### config.mk
export PLATFORM = sky130hd
export DESIGN_NAME = sfsp_core
export DESIGN_NICKNAME = d
export VERILOG_FILES = /design/src/hdl/sfsp_pkg.sv /design/src/hdl/sfsp_sync2.sv /design/src/hdl/sfsp_prot_range.sv /design/src/hdl/sfsp_core.sv
export SDC_FILE = /design/constraint.sdc
export NUM_CORES = 1
export LEC_CHECK = 0
export BUFFER_PORTS_ARGS = -buffer_cell sky130_fd_sc_hd__buf_2
export CAP_MARGIN = 20
export CORE_MARGIN = 2
export CORE_UTILIZATION = 61
export DETAILED_ROUTE_END_ITERATION = 7
export PLACE_DENSITY = 0.95
export SLEW_MARGIN = 15
export SYNTH_ARGS = -nofsm -noshare
export SYNTH_HDL_FRONTEND = slang
export SYNTH_SLANG_ARGS = --single-unit
### constraint.sdc
create_clock -name core_clk_i -period 15.6 [get_ports core_clk_i]
set_input_delay 0.78 -clock core_clk_i [delete_from_list [all_inputs] [get_ports core_clk_i]]
set_output_delay 0.78 -clock core_clk_i [all_outputs]
set_load 0.01 [all_outputs]
### src/hdl/sfsp_pkg.sv
// sfsp_pkg: shared constants for the flash status and protection block
// assumes: one 24-bit byte address space and 8-bit instruction codes
package sfsp_pkg;

   localparam int unsigned ADDR_W = 24;

   // instruction codes handled here
   localparam logic [7:0] OP_WREN       = 8'h06;
   localparam logic [7:0] OP_WRDI       = 8'h04;
   localparam logic [7:0] OP_RD_LO      = 8'h05;
   localparam logic [7:0] OP_RD_HI      = 8'h35;
   localparam logic [7:0] OP_WR_STAT    = 8'h01;
   localparam logic [7:0] OP_WR_HI      = 8'h31;
   localparam logic [7:0] OP_PROG       = 8'h02;
   localparam logic [7:0] OP_QPROG      = 8'h33;
   localparam logic [7:0] OP_ER_4K      = 8'h20;
   localparam logic [7:0] OP_ER_32K     = 8'h52;
   localparam logic [7:0] OP_ER_64K     = 8'hD8;
   localparam logic [7:0] OP_ER_CHIP_A  = 8'h60;
   localparam logic [7:0] OP_ER_CHIP_B  = 8'hC7;
   localparam logic [7:0] OP_SUSPEND    = 8'h75;
   localparam logic [7:0] OP_RESUME     = 8'h7A;
   localparam logic [7:0] OP_SECURE_WR  = 8'h2F;
   localparam logic [7:0] OP_FOUR_ON    = 8'h38;
   localparam logic [7:0] OP_FOUR_OFF   = 8'hFF;
   localparam logic [7:0] OP_QRD_OUT    = 8'h6B;
   localparam logic [7:0] OP_QRD_IO     = 8'hEB;
   localparam logic [7:0] OP_QRD_ID     = 8'h94;
   localparam logic [7:0] OP_QRD_WORD   = 8'hE7;
   localparam logic [7:0] OP_QWRAP      = 8'h77;

   // region masks (size minus one) per instruction
   localparam logic [23:0] MASK_PAGE    = 24'h00_00FF;
   localparam logic [23:0] MASK_4K      = 24'h00_0FFF;
   localparam logic [23:0] MASK_32K     = 24'h00_7FFF;
   localparam logic [23:0] MASK_64K     = 24'h00_FFFF;
   localparam logic [23:0] ADDR_MAX     = 24'hFF_FFFF;
   localparam logic [23:0] ADDR_ZERO    = 24'h00_0000;
   localparam logic [23:0] ONE_BYTE     = 24'h00_0001;
   localparam logic [23:0] BLK_UNIT     = 24'h04_0000;
   localparam logic [23:0] SECT_UNIT    = 24'h00_1000;
   localparam logic [23:0] SECT_CAP     = 24'h00_8000;

   // protect level codes
   localparam logic [2:0] LVL_NONE      = 3'h0;
   localparam logic [2:0] LVL_ONE       = 3'h1;
   localparam logic [2:0] LVL_SECT_MAX  = 3'h3;
   localparam logic [2:0] LVL_ALL       = 3'h7;

   // status write busy time
   localparam int unsigned CLK_PERIOD_NS = 5;
   localparam int unsigned SWR_TIME_NS   = 160;
   localparam int unsigned SWR_CYCLES    = (SWR_TIME_NS + CLK_PERIOD_NS - 1) / CLK_PERIOD_NS;
   localparam int unsigned SWR_CNT_W     = $clog2(SWR_CYCLES + 1);

   typedef enum logic [1:0] {ST_IDLE, ST_ARRAY, ST_STATUS} sfsp_st_t;

endpackage

### src/hdl/sfsp_sync2.sv
// sfsp_sync2: two-flop synchroniser for pin inputs
// assumes: inputs are asynchronous levels; ce_i freezes the stages
`timescale 1ns/10ps
module sfsp_sync2
   import sfsp_pkg::*;
#(
   parameter int unsigned W = 3
) (
   input  wire logic         core_clk_i,
   input  wire logic         rst_i,
   input  wire logic         ce_i,
   input  wire logic [W-1:0] async_i,
   output logic      [W-1:0] sync_o
);

   typedef struct packed {
      logic [W-1:0] meta;
      logic [W-1:0] stable;
   } sfsp_sync_t;

   sfsp_sync_t r;
   sfsp_sync_t next_r;

   // first stage feeds only the second stage
   always_comb begin
      next_r        = r;
      next_r.meta   = async_i;
      next_r.stable = r.meta;
   end

   always_ff @(posedge core_clk_i or posedge rst_i) begin
      if (rst_i) begin
         r <= '0;
      end else if (ce_i) begin
         r <= next_r;
      end
   end

   assign sync_o = r.stable;

endmodule

### src/hdl/sfsp_prot_range.sv
// sfsp_prot_range: maps the protect fields to one protected address interval
// assumes: protected area is always one contiguous run at either end
`timescale 1ns/10ps
module sfsp_prot_range
   import sfsp_pkg::*;
(
   input  wire logic        gran_i,
   input  wire logic        top_bottom_i,
   input  wire logic [2:0]  level_i,
   input  wire logic        invert_i,
   output logic             prot_any_o,
   output logic     [23:0]  prot_lo_o,
   output logic     [23:0]  prot_hi_o
);

   logic [23:0] size;
   logic        base_any;
   logic [23:0] base_lo;
   logic [23:0] base_hi;

   // size of the plain area: 256KB-block or 4KB-sector steps
   always_comb begin
      size = ADDR_ZERO;
      if (!gran_i) begin
         size = BLK_UNIT << (level_i - LVL_ONE);
      end else if (level_i <= LVL_SECT_MAX) begin
         size = SECT_UNIT << (level_i - LVL_ONE);
      end else begin
         size = SECT_CAP;
      end
   end

   // plain interval anchored at top or bottom
   always_comb begin
      base_any = (level_i != LVL_NONE);
      base_lo  = ADDR_ZERO;
      base_hi  = ADDR_MAX;
      if (level_i == LVL_ALL) begin
         base_lo = ADDR_ZERO;
         base_hi = ADDR_MAX;
      end else if (!top_bottom_i) begin
         base_lo = ADDR_ZERO - size;
         base_hi = ADDR_MAX;
      end else begin
         base_lo = ADDR_ZERO;
         base_hi = size - ONE_BYTE;
      end
   end

   // inversion swaps the interval for its complement
   always_comb begin
      prot_any_o = base_any;
      prot_lo_o  = base_lo;
      prot_hi_o  = base_hi;
      if (invert_i) begin
         if (level_i == LVL_NONE) begin
            prot_any_o = 1'b1;
            prot_lo_o  = ADDR_ZERO;
            prot_hi_o  = ADDR_MAX;
         end else if (level_i == LVL_ALL) begin
            prot_any_o = 1'b0;
         end else if (!top_bottom_i) begin
            prot_lo_o  = ADDR_ZERO;
            prot_hi_o  = base_lo - ONE_BYTE;
         end else begin
            prot_lo_o  = base_hi + ONE_BYTE;
            prot_hi_o  = ADDR_MAX;
         end
      end
   end

endmodule

### src/hdl/sfsp_core.sv
// sfsp_core: status registers, status-write locking and array protection
// assumes: an instruction decoder on core_clk_i hands over whole instructions;
// chip select, serial clock and write-guard arrive as raw pins
`timescale 1ns/10ps
module sfsp_core
   import sfsp_pkg::*;
(
   input  wire logic        core_clk_i,
   input  wire logic        rst_i,
   input  wire logic        ce_i,
   input  wire logic        cmd_valid_i,
   input  wire logic [7:0]  cmd_code_i,
   input  wire logic [23:0] cmd_addr_i,
   input  wire logic [15:0] cmd_data_i,
   input  wire logic        cmd_two_bytes_i,
   input  wire logic        op_done_i,
   input  wire logic        sclk_pin_i,
   input  wire logic        cs_n_pin_i,
   input  wire logic        write_guard_n_pin_i,
   output logic     [15:0]  status_o,
   output logic             array_start_o,
   output logic     [7:0]   array_op_o,
   output logic     [23:0]  array_addr_o,
   output logic             array_suspend_o,
   output logic             array_resume_o,
   output logic             cmd_ignored_o,
   output logic             four_lane_mode_o,
   output logic             so_o,
   output logic             so_oe_o
);

   typedef struct packed {
      sfsp_st_t               st;
      logic                   busy;
      logic                   wrlatch;
      logic [2:0]             level;
      logic                   top_bottom;
      logic                   gran;
      logic                   lock0;
      logic                   lock1;
      logic                   four_lane;
      logic                   invert;
      logic                   paused;
      logic [SWR_CNT_W-1:0]   wr_cnt;
      logic                   quad_cmds;
      logic                   sclk_q;
      logic                   rd_on;
      logic                   rd_hi;
      logic [2:0]             rd_idx;
      logic                   so;
      logic                   so_oe;
      logic                   start;
      logic [7:0]             op;
      logic [23:0]            addr;
      logic                   suspend;
      logic                   resume;
      logic                   ignored;
   } sfsp_core_t;

   // all-zero reset equals factory defaults and unlocked state
   localparam sfsp_core_t RESET_STATE = '0;

   sfsp_core_t  r;
   sfsp_core_t  next_r;
   logic [2:0]  pins_s;
   logic        sclk_s;
   logic        cs_n_s;
   logic        guard_n_s;
   logic        prot_any;
   logic [23:0] prot_lo;
   logic [23:0] prot_hi;
   logic [15:0] live;
   logic [23:0] reg_mask;
   logic        is_array;
   logic        is_quad;
   logic        hit;
   logic        lock_ok;
   logic [23:0] reg_lo;
   logic [23:0] reg_hi;

   // pins cross into the core clock here
   sfsp_sync2 #(
      .W          (3)
   ) u_sync (
      .core_clk_i (core_clk_i),
      .rst_i      (rst_i),
      .ce_i       (ce_i),
      .async_i    ({sclk_pin_i, cs_n_pin_i, write_guard_n_pin_i}),
      .sync_o     (pins_s)
   );

   assign sclk_s    = pins_s[2];
   assign cs_n_s    = pins_s[1];
   assign guard_n_s = pins_s[0];

   sfsp_prot_range u_range (
      .gran_i       (r.gran),
      .top_bottom_i (r.top_bottom),
      .level_i      (r.level),
      .invert_i     (r.invert),
      .prot_any_o   (prot_any),
      .prot_lo_o    (prot_lo),
      .prot_hi_o    (prot_hi)
   );

   // live status word; reserved bits stay zero
   always_comb begin
      live       = 16'h0000;
      live[0]    = r.busy;
      live[1]    = r.wrlatch;
      live[4:2]  = r.level;
      live[5]    = r.top_bottom;
      live[6]    = r.gran;
      live[7]    = r.lock0;
      live[8]    = r.lock1;
      live[9]    = r.four_lane;
      live[14]   = r.invert;
      live[15]   = r.paused;
   end

   // region touched by the instruction, rounded to its erase or page unit
   always_comb begin
      is_array = 1'b1;
      reg_mask = MASK_PAGE;
      if (cmd_code_i == OP_ER_4K) begin
         reg_mask = MASK_4K;
      end else if (cmd_code_i == OP_ER_32K) begin
         reg_mask = MASK_32K;
      end else if (cmd_code_i == OP_ER_64K) begin
         reg_mask = MASK_64K;
      end else if (cmd_code_i == OP_ER_CHIP_A || cmd_code_i == OP_ER_CHIP_B) begin
         reg_mask = ADDR_MAX;
      end else if (cmd_code_i != OP_PROG && cmd_code_i != OP_QPROG) begin
         is_array = 1'b0;
      end
      reg_lo = cmd_addr_i & ~reg_mask;
      reg_hi = cmd_addr_i | reg_mask;
      hit    = is_array && prot_any && !(prot_hi < reg_lo || prot_lo > reg_hi);
   end

   // quad-lane instructions gated by the four-lane bit
   assign is_quad = (cmd_code_i == OP_QPROG) || (cmd_code_i == OP_QRD_OUT)
                    || (cmd_code_i == OP_QRD_IO) || (cmd_code_i == OP_QRD_ID)
                    || (cmd_code_i == OP_QRD_WORD) || (cmd_code_i == OP_QWRAP)
                    || (cmd_code_i == OP_FOUR_ON);

   // guard pin loses its function once the pins are data lanes
   assign lock_ok = !r.lock1 && (!r.lock0 || guard_n_s || r.four_lane);

   // next state: completion, instruction handling, status shift-out
   always_comb begin
      next_r         = r;
      next_r.start   = 1'b0;
      next_r.suspend = 1'b0;
      next_r.resume  = 1'b0;
      next_r.ignored = 1'b0;
      next_r.sclk_q  = sclk_s;
      case (r.st)
         ST_STATUS: begin
            if (r.wr_cnt == '0) begin
               next_r.st   = ST_IDLE;
               next_r.busy = 1'b0;
            end else begin
               next_r.wr_cnt = r.wr_cnt - 1'b1;
            end
         end
         ST_ARRAY: begin
            if (op_done_i && !r.paused) begin
               next_r.st   = ST_IDLE;
               next_r.busy = 1'b0;
            end
         end
         default: begin
         end
      endcase
      if (cmd_valid_i) begin
         if (cmd_code_i == OP_RD_LO || cmd_code_i == OP_RD_HI) begin
            next_r.rd_on  = 1'b1;
            next_r.rd_hi  = (cmd_code_i == OP_RD_HI);
            next_r.rd_idx = 3'h7;
         end else if (r.busy) begin
            if (cmd_code_i == OP_SUSPEND && r.st == ST_ARRAY && r.op != OP_SECURE_WR) begin
               next_r.paused  = 1'b1;
               next_r.busy    = 1'b0;
               next_r.suspend = 1'b1;
            end else begin
               next_r.ignored = 1'b1;
            end
         end else if (cmd_code_i == OP_RESUME) begin
            if (r.paused) begin
               next_r.paused = 1'b0;
               next_r.busy   = 1'b1;
               next_r.resume = 1'b1;
            end else begin
               next_r.ignored = 1'b1;
            end
         end else if (is_quad && !r.four_lane) begin
            next_r.ignored = 1'b1;
            if (cmd_code_i == OP_QPROG) begin
               next_r.wrlatch = 1'b0;
            end
         end else if (cmd_code_i == OP_WREN) begin
            next_r.wrlatch = 1'b1;
         end else if (cmd_code_i == OP_WRDI) begin
            next_r.wrlatch = 1'b0;
         end else if (cmd_code_i == OP_FOUR_ON) begin
            next_r.quad_cmds = 1'b1;
         end else if (cmd_code_i == OP_FOUR_OFF) begin
            next_r.quad_cmds = 1'b0;
         end else if (cmd_code_i == OP_WR_STAT || cmd_code_i == OP_WR_HI) begin
            next_r.wrlatch = 1'b0;
            if (r.wrlatch && lock_ok && !r.paused) begin
               if (cmd_code_i == OP_WR_STAT) begin
                  next_r.level      = cmd_data_i[4:2];
                  next_r.top_bottom = cmd_data_i[5];
                  next_r.gran       = cmd_data_i[6];
                  next_r.lock0      = cmd_data_i[7];
               end
               if (cmd_code_i == OP_WR_HI || cmd_two_bytes_i) begin
                  next_r.lock1     = (cmd_code_i == OP_WR_HI) ? cmd_data_i[0] : cmd_data_i[8];
                  next_r.four_lane = (cmd_code_i == OP_WR_HI) ? cmd_data_i[1] : cmd_data_i[9];
                  next_r.invert    = (cmd_code_i == OP_WR_HI) ? cmd_data_i[6] : cmd_data_i[14];
               end
               next_r.st     = ST_STATUS;
               next_r.busy   = 1'b1;
               next_r.wr_cnt = SWR_CNT_W'(SWR_CYCLES - 1);
            end else begin
               next_r.ignored = 1'b1;
            end
         end else if (is_array || cmd_code_i == OP_SECURE_WR) begin
            next_r.wrlatch = 1'b0;
            if (r.wrlatch && !hit && !r.paused) begin
               next_r.st    = ST_ARRAY;
               next_r.busy  = 1'b1;
               next_r.start = 1'b1;
               next_r.op    = cmd_code_i;
               next_r.addr  = cmd_addr_i;
            end else begin
               next_r.ignored = 1'b1;
            end
         end
      end
      // shift-out walks bits on falling serial clock, wrapping to repeat
      if (cs_n_s) begin
         next_r.rd_on = 1'b0;
         next_r.so_oe = 1'b0;
      end else begin
         next_r.so_oe = next_r.rd_on;
         if (r.rd_on && r.sclk_q && !sclk_s) begin
            next_r.rd_idx = r.rd_idx - 1'b1;
         end
         next_r.so = r.rd_hi ? live[8 + next_r.rd_idx] : live[next_r.rd_idx];
      end
   end

   always_ff @(posedge core_clk_i or posedge rst_i) begin
      if (rst_i) begin
         r <= RESET_STATE;
      end else if (ce_i) begin
         r <= next_r;
      end
   end

   // all outputs are flop bits
   assign status_o         = live;
   assign array_start_o    = r.start;
   assign array_op_o       = r.op;
   assign array_addr_o     = r.addr;
   assign array_suspend_o  = r.suspend;
   assign array_resume_o   = r.resume;
   assign cmd_ignored_o    = r.ignored;
   assign four_lane_mode_o = r.quad_cmds;
   assign so_o             = r.so;
   assign so_oe_o          = r.so_oe;

   logic take;
   assign take = ce_i && cmd_valid_i;
endmodule

* Word level (Yosys, flattened, before mapping)
Cells that the tools add are included.
** Storage, ports and cells
- Bits in registers :: 70
- Latch bits :: 0
- RAM bits :: 0
- Memory bits (read-only) :: 0
- Bits of input ports :: 57
- Output and inout bits :: 55
- Logic and storage cells :: 257
- Memories :: 0
** Operators by class
- Add/sub/neg operators :: 8
- Multipliers :: 0
- Div/mod/pow operators :: 0
- Order comparisons :: 5
- Equality and inequality tests :: 32
- Shift-type cells :: 2
- Multiplexer cells :: 119
- Bitwise logic cells :: 13
- Reductions and logical operators :: 52
** Operators by type and width (number)
- $mux W24 :: 18
- $mux W33 :: 10
- $mux W36 :: 2
- $eq A8 B6 Y1 const B :: 6
- $eq A8 B7 Y1 const B :: 6
- $eq A8 B8 Y1 const B :: 6
- $sub A24 B1 Y24 const B :: 2
- $mux W1 :: 46
- $mux W9 :: 5
- $mux W21 :: 2
- $mux W6 :: 7
- $reduce_and A13 Y1 :: 3
- $mux W7 :: 5
- $mux W3 :: 10
- $mux W13 :: 2
- $add A24 B1 Y24 const B :: 1
- $and A24 B24 Y24 :: 1
- $eq A8 B3 Y1 const B :: 3
- $gt A24 B24 Y1 :: 1
- $lt A24 B24 Y1 :: 1
- $not A24 Y24 :: 1
- $or A24 B24 Y24 :: 1
- $shl A13 B3 Y24 const A :: 1
- $shl A19 B3 Y24 const A :: 1
- 37 further kinds :: 90

* Depth between registers and ports, before layout
Gate-level depths: netlist of run 1.
- Depth in word-level cells :: 31
- Gate-level depth with buffers :: 22
- Depth with buffers taken out :: 19

* By module
From an unflattened synthesis of run 1, not the netlist that was laid out.
** Second synthesis, totals
- Cell total of the unflattened synthesis :: 762
- Area, all modules :: 6693.9 µm²
** Modules (own cells, without submodules)
- sfsp_core :: times used 1, cells each 517, area an instance 4954.8 µm², seq. area each 1601.5 µm²
- sfsp_prot_range :: times used 1, cells each 231, area an instance 1483.9 µm², seq. area each 0.0 µm²
- sfsp_sync2 :: times used 1, cells each 14, area an instance 255.2 µm², seq. area each 150.1 µm²

* Worst setup path after synthesis of run 1
OpenSTA, ideal clock, no wires.
- Path kind :: register to register
- Start :: reg r (netlist bit status_o[3])
- End :: reg r (netlist bit array_addr_o[0])
- Setup time :: 0.125 ns
- Arrival time :: 4.965 ns
- Data required time :: 15.475 ns
- Slack :: 10.510 ns
- Stages on the path, launching flop included :: 21
- Buffers on the path :: 4
- Period minus slack after synthesis :: 5.090 ns
- Cells stage by stage :: dfrtp_1 clkbuf_1 clkbuf_1 inv_1 or3_1 ha_1 clkbuf_1 or2_2 a21oi_1 a21o_1 nand2_1 or3_1 a22oi_1 ha_1 nand4_1 or3_1 o311ai_1 a311oi_1 a2111o_2 buf_6 mux2_4
** On the way
- Cells in the longest elaborated chain, start to end :: 20
- Elaborated cells on any way between the ends :: 38
- Those cells by class :: add/sub: 5; order compare: 3; eq/ne: 1; shift: 2; mux: 17; reduce/logical: 10
** RTL lines
- from (decl) :: line sfsp_core.sv:63 : sfsp_core_t r;
- from (signal assigned) :: line sfsp_core.sv:260 : r <= next_r;
- $sub A3 B1 Y3 :: line sfsp_prot_range.sv:25, sfsp_prot_range.sv:27
- $shl A13 B3 Y24 :: line sfsp_prot_range.sv:27 : size = SECT_UNIT << (level_i - LVL_ONE);
- $mux W24 :: line sfsp_prot_range.sv:26 : end else if (level_i <= LVL_SECT_MAX) begin
- $mux W24 :: line sfsp_prot_range.sv:24 : if (!gran_i) begin
- $sub A1 B24 Y24 or $sub A24 B1 Y24 (tied branches) :: line sfsp_prot_range.sv:42, sfsp_prot_range.sv:46
- $mux W24 :: line sfsp_prot_range.sv:41 : end else if (!top_bottom_i) begin
- $mux W24 :: line sfsp_prot_range.sv:38 : if (level_i == LVL_ALL) begin
- $sub A24 B1 Y24 or $add A24 B1 Y24 (tied branches) :: line sfsp_prot_range.sv:64, sfsp_prot_range.sv:66
- [3 not listed]
- $mux W24 :: line sfsp_prot_range.sv:55 : if (invert_i) begin
- $lt A24 B24 Y1 or $gt A24 B24 Y1 (tied branches) :: line sfsp_core.sv:138 : hit = is_array && prot_any && !(prot_hi < reg_lo || prot_lo > reg_hi);
- $logic_or A1 B1 Y1 :: line sfsp_core.sv:138
- $logic_not A1 Y1 :: line sfsp_core.sv:138
- $logic_and A1 B1 Y1 * :: line sfsp_core.sv:138
- $logic_not A1 Y1 * :: line sfsp_core.sv:232 : if (r.wrlatch && !hit && !r.paused) begin
- $logic_and A1 B1 Y1 * (2 in a row) :: line sfsp_core.sv:232
- $reduce_and A13 Y1 (no line) *
Mark *: on every way between the ends. The rest lies on a longest branch, timed or not.
A chain may end at the register's enable or synchronous reset.

* Worst setup path after layout of run 1
- Start :: reg r (netlist bit status_o[3])
- End :: reg r (netlist bit array_addr_o[22])
The elaborated chain is that of the path after synthesis.

==> impl_metrics.toml, run 1 <==
[logic_synthesis]
yosys_warnings = 0
syn_avg_cell_area_sq_um = 8.80
synth_adder_area_share_pct = 6.64
ys_types = 74
synth_compound_area_share_pct = 18.1
ys.flop_type = "dfrtp_1"
synth_edf_count = 0
synth_mux_area_share_pct = 12.6
async_flop_share_pct = 100
synth_xor_area_share_pct = 1.80
syn_inst = 664
synth_seq_cells = 70
synth_top_family_by_area = "simple AND/OR/NAND/NOR gates"
netlist_area_sq_mm = 0.00584
synth-simple-area-share_pct = 20.2
seq_area_frac_synth_pct = 30.0

[worst_setup_path]
reg2reg_slack_ns = 9.55
reg2reg_depth = 17
critPathMaxFanout = 32
r2r-end = "array_addr_o[22]"
required_ns = 15.85
worst_path_max_delay_cell = "a2111o_2"
end_kind = "flop"
cpPeakStageDelay_ns = 0.89
path_cells = "inv_1, or3_1, ha_1, nand3_1, ha_1, nor2_1, a21oi_1, o22ai_1, a21oi_1, o22a_1, ha_1, nand4_1, a211oi_1, a211oi_1, o21ai_0, a2111o_2, mux2_2"
r2r_start = "status_o[3]"
critical_path_class = "reg -> reg"
startpoint_type = "flop"
path_common_cell = "ha_1"
endpoint = "array_addr_o[22]"
crit_path_start = "status_o[3]"
arrival_ns = 6.30

[global_route]
grt_max_degree = 46
grt_pass1_vias = 4975
gr-total-overflow = 0
grt_pass1_wl_um = 23500
grt_util_all_layers_pct = 28.4
antenna_found_initial = 0

[sta]
hold_viol = 0
setup_tns_ns = 0
drv_slew = 0
fmaxAchievable_ghz = 0.165
relSlewSlack_pct = 24.1
fin_crit_ns = 6.05
skew_ns = 0.0111
setup_viol = 0
min_period_over_period_pct = 38.8
rsz0062_at_grt = "false"
worst_slew_pin_slew_ns = 1.11

[finish]
antennaDiodeCount = 0
multi_input_area_sq_mm = 0.00348
regArea_sq_mm = 0.00175
layout_common_cells = "buf_2, dfrtp_1, nand2_1"
final_common_cell = "buf_2"
utilization_pct = 67.1
area_growth_pct = 6.60
final_nets = 786
drive_gt1_share_pct = 25.7
n_fill_cell = 725

[detailed_routing]
drc_errors = 0
first_iter_violations = 519
vias_per_cell = 6.35
wl_um = 15000
ant_nets = 0
wl_per_cell_um = 18.0
firstDrtPassIters = 6
via_count = 5286

[cts]
cts.sinks = 70
post_cts.repair.setup_buffers = 0
ctsResizeCount = 0
htreeDepth = 3
cts_max_path_buffers = 2
cts_root_buffer = "clkbuf_8"
insertion_delay_ns = 0.37
hold_buffers = 0
cts.reportedPaths.clkPinSlew_ns = 0.09
numCtsBuffers = 9
cts_tree = "yes"

[placement]
io_buffers = 102
gp_congestion = 0.949
dp_hpwl_um = 11200

[floorplan]
initial_core_util_pct = 62.9
row_count = 35
die_h_um = 102
die_area_sq_mm = 0.0104
ios = 112
fp.dieW_um = 102
placeableCoreArea_sq_mm = 0.00928

[power]
ir_drop_uv = 71.7
leakage_nw = 3.01
powerDensity_mw_per_mm2 = 77.3

[flow_run]
maxCapViolCount = 0

[min_path]
hp-class = "in -> async"

[status]
status = "finished clean"
[synth_stat cells (10+ instances only)]
master / count / share of area (%)
dfrtp_1: 70 / 30
clkbuf_1: 23 / 1.5
mux2_4: 30 / 7.7
mux2_2: 19 / 3.7
nor3_1: 14 / 1.2
nor2_1: 49 / 3.1
nand3_1: 20 / 1.7
a21oi_1: 40 / 3.4
buf_4: 50 / 6.4
o21ai_0: 40 / 3.4
and3_1: 10 / 1.1
ha_1: 31 / 6.6
nand2_1: 56 / 3.6
inv_1: 20 / 1.3
[per-layer routing]
metal	global-route usage, %	share of wire [%]	routed length, um	vias to the layer above
met1	38.3	42	6330	2518
met4	7.90	1.6	236	0
met5	0	0	0	-
met3	6.02	9.5	1410	25
met2	46.6	47	6970	316
li1	-	-	-	2427
[logic make-up (layout without fill, tap and decap cells)]
kind of cell    count (synthesis)  in the layout
flops                          70             70
mux                            56             56
buf+inv                       105            141
other cells                     1              4
fa+ha+maj                      31             31
compound gates                163            163
xor+xnor                       12             12
simple gates                  226            226
[flip-flops by register name (all words and copies together) (netlist names)]
register / cells
array_addr_o: 24
r: 13
status_o: 12
array_op_o: 8
u_sync.next_r: 3
u_sync.sync_o: 3
array_resume_o: 1
array_start_o: 1
array_suspend_o: 1
cmd_ignored_o: 1
four_lane_mode_o: 1
so_o: 1
so_oe_o: 1
[worst min-delay path by stage]
| stage | start | end | slack, ns | depth (start not counted) |
|---|---|---|---|---|
| 3_3_place_gp | r[50] | r[50] | 0.48 | 1 |
| 5_1_grt | rst_i | array_addr_o[10] | 0.48 | 2 |
| 4_1_cts | rst_i | array_addr_o[10] | 0.45 | 2 |
| 3_5_place_dp | r[50] | r[50] | 0.49 | 1 |
| 2_1_floorplan | r[50] | r[50] | 0.46 | 1 |
| 6_report | rst_i | array_addr_o[10] | 0.43 | 2 |
[layout make-up]
class / instances / share of cell area [%]
clock inverter: 7 / 1.69
tap: 129 / 2.59
sequential: 70 / 28.1
multi-input combinational: 492 / 55.9
timing repair buffer: 104 / 8.44
clock buffer: 9 / 1.99
inverter: 21 / 1.27
[power by group]
part,internal (mW),switching [mW]
Clock,0.0924,0.0772
Sequential,0.198,0.0165
Combinational,0.0409,0.0566
[worst max-delay path, delay by kind of cell, from the launching register on]
family / cells / cell delay, ns
compound gates: 8 / 2.22
fa+ha+maj: 3 / 1.23
simple gates: 4 / 1.03
flops: 1 / 0.83
mux: 1 / 0.42
buf+inv: 1 / 0.19
[metrics by stage]
step,instances,hold slack [ns],total power [mW],worst slack [ns],cell area [sq um]
floorplan,667,0.458,0.284,10.51,5850
global placement,816,0.477,0.303,9.75,6000
detailed placement,816,0.489,0.312,9.68,6000
CTS,832,0.450,0.480,9.66,6230
global route,832,0.478,0.505,9.10,6230
finish,832,0.429,0.481,9.55,6230
Power figures use the tool's default switching activity.
==> run 2, diff against run 1 <==
CORE_UTILIZATION = 51   (was 61)
PLACE_DENSITY = 0.85   (was 0.95)
clock period = 4.9 ns   (was 15.6 ns; I/O delays follow)
==> impl_metrics.toml, run 2 (same netlist as run 1, synthesis figures left out) <==
[detailed_routing]
vias_per_cell = 6.09
drc_errors = 0
via_count = 5205
firstDrtPassIters = 5
first_iter_violations = 468
wl_um = 14600
wl_per_cell_um = 17.1
ant_nets = 0

[sta]
fin_ws_ns = 0.172
worst_slew_pin_slew_ns = 0.864
drv_slew = 0
fmaxAchievable_ghz = 0.212
min_period_over_period_pct = 96.5
setup_viol = 0
fin_crit_ns = 4.73
skew_ns = 0.00699
hold_viol = 0
relSlewSlack_pct = 41.9

[cts]
cts.sinks = 70
hold_buffers = 0
cts.reportedPaths.clkPinSlew_ns = 0.06
cts_root_buffer = "clkbuf_16"
cts_tree = "yes"
htreeDepth = 3
numCtsBuffers = 9
insertion_delay_ns = 0.33
cts_max_path_buffers = 2

[floorplan]
initial_core_util_pct = 51.6
row_count = 39
die_h_um = 111
fp.dieW_um = 111
placeableCoreArea_sq_mm = 0.0113
die_area_sq_mm = 0.0123
ios = 112

[worst_setup_path]
required_ns = 5.11
critical_path_class = "reg -> reg"
critPathMaxFanout = 32
arrival_ns = 4.94
startpoint_type = "flop"
end_kind = "flop"

[global_route]
grt_pass1_wl_um = 23600
gr-total-overflow = 0
grt_pass1_vias = 4690
grt_max_degree = 71
grt_util_all_layers_pct = 23.1
antenna_found_initial = 0

[power]
p_int_mw = 1.16
p_sw_mw = 0.471
seqPwrFrac_pct = 41.6
total_power_mw = 1.63
p_comb_share_pct = 18.9
pwr-share-clk_pct = 39.5
ir_drop_uv = 168
powerDensity_mw_per_mm2 = 255
swShare_pct = 28.8
leakage_nw = 3.10

[finish]
area_growth_pct = 9.81
antennaDiodeCount = 0
final_nets = 795
layout_common_cells = "buf_2, dfrtp_1, nand2_1"
drive_gt1_share_pct = 27.1
finalNonFillerCells = 854
final_common_cell = "buf_2"
n_fill_cell = 1021
largest_reg_flops = 24

[placement]
dp_hpwl_um = 10400
dp.cells = 839
post-place-ws_ns = 0.223
io_buffers = 102
gp_congestion = 0.935

[flow_run]
maxCapViolCount = 0

[min_path]
hp-class = "in -> reg"

[status]
status = "finished clean"
==> run 2: cell types whose count changed in the layout (fill, tap and decap cells not counted), sizes merged <==
cell,change
buf,+9
inv,-3
clkinv,+1
clkbuf,+2
bufinv,-1
==> run 2: worst max-delay path, stage by stage, from the launching register on <==
cell	delay, ns
dfrtp_1	0.42
inv_1	0.11
or3_1	0.36
ha_1	0.21
or2_2	0.29
a21oi_1	0.27
a21o_1	0.18
nand2_1	0.09
or3_1	0.34
a22oi_1	0.19
ha_1	0.18
nand4_1	0.11
or3_1	0.44
o311ai_2	0.25
a311oi_2	0.16
a2111o_2	0.48
buf_12	0.20
mux2_4	0.32
==> run 2: worst paths after layout <==
check,start,end,slack [ns],cells past startpoint
min in group asynchronous,rst_i,r[49],0.17,3
max in group asynchronous,rst_i,array_addr_o[21],4.18,3
worst min register to register,u_sync.next_r[2],u_sync.sync_o[2],0.50,1
worst max-delay path,status_o[3],array_addr_o[13],0.17,17
worst min-delay path,cs_n_pin_i,u_sync.next_r[1],0.14,2
worst max register to register,status_o[3],array_addr_o[13],0.17,17
==> run 2: final cells by class <==
cell class / count / area [sq um] / share of cell area, %
clock buffers: 11 / 243 / 3.78
multi-input cells: 492 / 3510 / 54.7
flip-flops and latches: 70 / 1750 / 27.3
clock inverters: 4 / 47.5 / 0.741
inverters: 21 / 78.8 / 1.23
repair buffers: 113 / 606 / 9.44
well taps: 143 / 179 / 2.79
==> run 2: timing repair <==
action	CTS	global route
gates resized for setup	0	6
setup buffers	0	0
endpoints found under the setup margin	0	32
==> run 2: power by group through the flow <==
stage	Combinational (mW)	Sequential, mW	Clock [mW]
2_1_floorplan	0.228	0.677	0
3_3_place_gp	0.287	0.686	0
3_5_place_dp	0.298	0.686	0
4_1_cts	0.304	0.678	0.654
5_1_grt	0.344	0.687	0.683
6_report	0.309	0.680	0.645
==> run 2: stage by stage <==
step / TNS (ns) / cell area (sq um) / util, % / hold WS (ns)
5_1_grt: -0.144 / 6410 / 56.7 / 0.139
3_3_place_gp: 0 / 6100 / 53.8 / 0.477
3_5_place_dp: 0 / 6100 / 53.8 / 0.480
2_1_floorplan: 0 / 5860 / - / 0.394
6_report: 0 / 6410 / 56.7 / 0.145
4_1_cts: 0 / 6390 / 56.4 / 0.142
==> run 2: metal layers <==
layer / GRT usage [%] / vias up / wire, um
met1: 34.0 / 2432 / 6600
li1: - / 2464 / -
met2: 35.4 / 274 / 6500
met5: 0 / - / 0
met4: 5.35 / 0 / 266
met3: 4.43 / 35 / 1220
==> run 3, diff against run 2 <==
MAX_ROUTING_LAYER = met4   (was unset)
==> impl_metrics.toml, run 3 (same netlist as run 1, synthesis figures left out) <==
[min_path]
hp-class = "in -> reg"

[floorplan]
placeableCoreArea_sq_mm = 0.0113
fp.dieW_um = 111
initial_core_util_pct = 51.6
die_h_um = 111
row_count = 39
ios = 112
die_area_sq_mm = 0.0123

[cts]
cts_tree = "yes"
cts.sinks = 70
cts.reportedPaths.clkPinSlew_ns = 0.07
cts_root_buffer = "clkbuf_16"
hold_buffers = 0
cts_max_path_buffers = 2
insertion_delay_ns = 0.35
htreeDepth = 3
numCtsBuffers = 9

[placement]
placed_area_sq_mm = 0.00610
io_buffers = 102
dp_hpwl_um = 10500
gp_congestion = 0.944

[finish]
antennaDiodeCount = 0
final_nets = 802
n_fill_cell = 969
area_growth_pct = 12.6
final_common_cell = "buf_2"
largest_reg_flops = 24
drive_gt1_share_pct = 29.5
fin_area_sq_mm = 0.00658
layout_common_cells = "buf_2, dfrtp_1, nand2_1"

[detailed_routing]
ant_nets = 0
first_iter_violations = 587
drc_errors = 0
firstDrtPassIters = 5
wl_per_cell_um = 17.4
wl_um = 15000
vias_per_cell = 6.09
via_count = 5247

[power]
ir_drop_uv = 247
p_sw_mw = 0.507
total_power_mw = 1.67
p_int_mw = 1.16
swShare_pct = 30.4
pwr-share-clk_pct = 41.0
seqPwrFrac_pct = 40.8
powerDensity_mw_per_mm2 = 254
leakage_nw = 3.17
p_comb_share_pct = 18.2

[global_route]
grt_use_met3_pct = 4.43
gr-usage-met1_pct = 34.5
grt_pass1_vias = 4659
busiest_layer = "met1"
grt_max_degree = 71
grt_util_all_layers_pct = 23.9
grt_pass1_wl_um = 23500
met2_usage_pct = 34.3
gr-total-overflow = 0
antenna_found_initial = 0

[worst_setup_path]
required_ns = 5.13
critPathMaxFanout = 8
arrival_ns = 4.96
startpoint_type = "flop"
end_kind = "flop"
critical_path_class = "reg -> reg"

[flow_run]
maxCapViolCount = 0

[sta]
setup_tns_ns = 0
worst_slew_pin_slew_ns = 0.870
fmaxAchievable_ghz = 0.211
fin_crit_ns = 4.73
skew_ns = 0.00900
setup_viol = 0
relSlewSlack_pct = 42.0
fin_hold_ws_ns = 0.127
hold_viol = 0
drv_slew = 0
min_period_over_period_pct = 96.5

[status]
status = "finished clean"
-- run 3: cell types whose count changed in the layout (fill, tap and decap cells not counted), moves of 2 or more --
cell       previous run  this run
buf_4                10        13
inv_6                 0         3
buf_6                 0         2
clkbuf_16             9        11
o21ai_0              39        37
o21ai_1               2         4
-- run 3: final cells by class --
class | count | area (sq um) | share of cell area [%]
Multi-Input combinational cell | 492 | 3560 | 54.1
Sequential cell | 70 | 1750 | 26.6
Timing Repair Buffer | 120 | 701 | 10.7
Clock buffer | 9 | 225 | 3.42
Tap cell | 143 | 179 | 2.72
Clock inverter | 7 | 80.1 | 1.22
Inverter | 21 | 78.8 | 1.20
-- run 3: worst max-delay path, stage by stage, from the launching register on --
cell and delay, ns:
dfrtp_1 0.42, nand2b_4 0.17, or3_1 0.31, ha_1 0.21, or2_2 0.32, a21oi_4 0.16
a21o_1 0.16, nand2_2 0.07, or3_1 0.35, o21ai_1 0.16, ha_1 0.17, nand4_1 0.13
or3_4 0.43, o311ai_2 0.24, a311oi_2 0.16, a2111o_2 0.62, clkbuf_16 0.22, mux2_4 0.30
-- run 3: path summary, 6_finish.rpt --
| path | start | end | slack (ns) | cells past startpoint |
|---|---|---|---|---|
| max | status_o[4] | array_addr_o[20] | 0.17 | 17 |
| min | cmd_data_i[4] | status_o[4] | 0.13 | 2 |
| max reg2reg | status_o[4] | array_addr_o[20] | 0.17 | 17 |
| min reg2reg | array_addr_o[9] | array_addr_o[9] | 0.50 | 1 |
| max in group asynchronous | rst_i | status_o[6] | 4.13 | 3 |
| min in group asynchronous | rst_i | array_addr_o[1] | 0.16 | 3 |
-- run 3: timing repair --
| action | in CTS | in global routing |
|---|---|---|
| buffers inserted | 0 | 3 |
| endpoints found under the hold margin | 0 | 0 |
| resized for setup | 0 | 21 |
| endpoints found under the setup margin | 0 | 32 |
-- run 3: power groups by stage --
stage	combinational [mW]	clock (mW)	sequential, mW
2_1_floorplan	0.228	0	0.677
6_report	0.303	0.684	0.680
4_1_cts	0.300	0.693	0.678
5_1_grt	0.342	0.719	0.688
3_5_place_dp	0.299	0	0.687
3_3_place_gp	0.288	0	0.685
-- run 3: per-layer routing --
layer  vias to the layer above  part of all wire [%]
li1                       2483                     -
met1                      2478                    46
met2                       266                    45
met3                        20                   8.0
met4                         0                   1.6
met5                         -                     0
-- run 3: stage by stage --
| step | utilization, % | cells | worst slack, ns |
|---|---|---|---|
| 2_1_floorplan | - | 667 | 0.0182 |
| 3_3_place_gp | 53.9 | 840 | 0.237 |
| 5_1_grt | 58.1 | 862 | -0.00451 |
| 3_5_place_dp | 53.9 | 840 | 0.151 |
| 6_report | 58.1 | 862 | 0.170 |
| 4_1_cts | 56.6 | 856 | 0.105 |
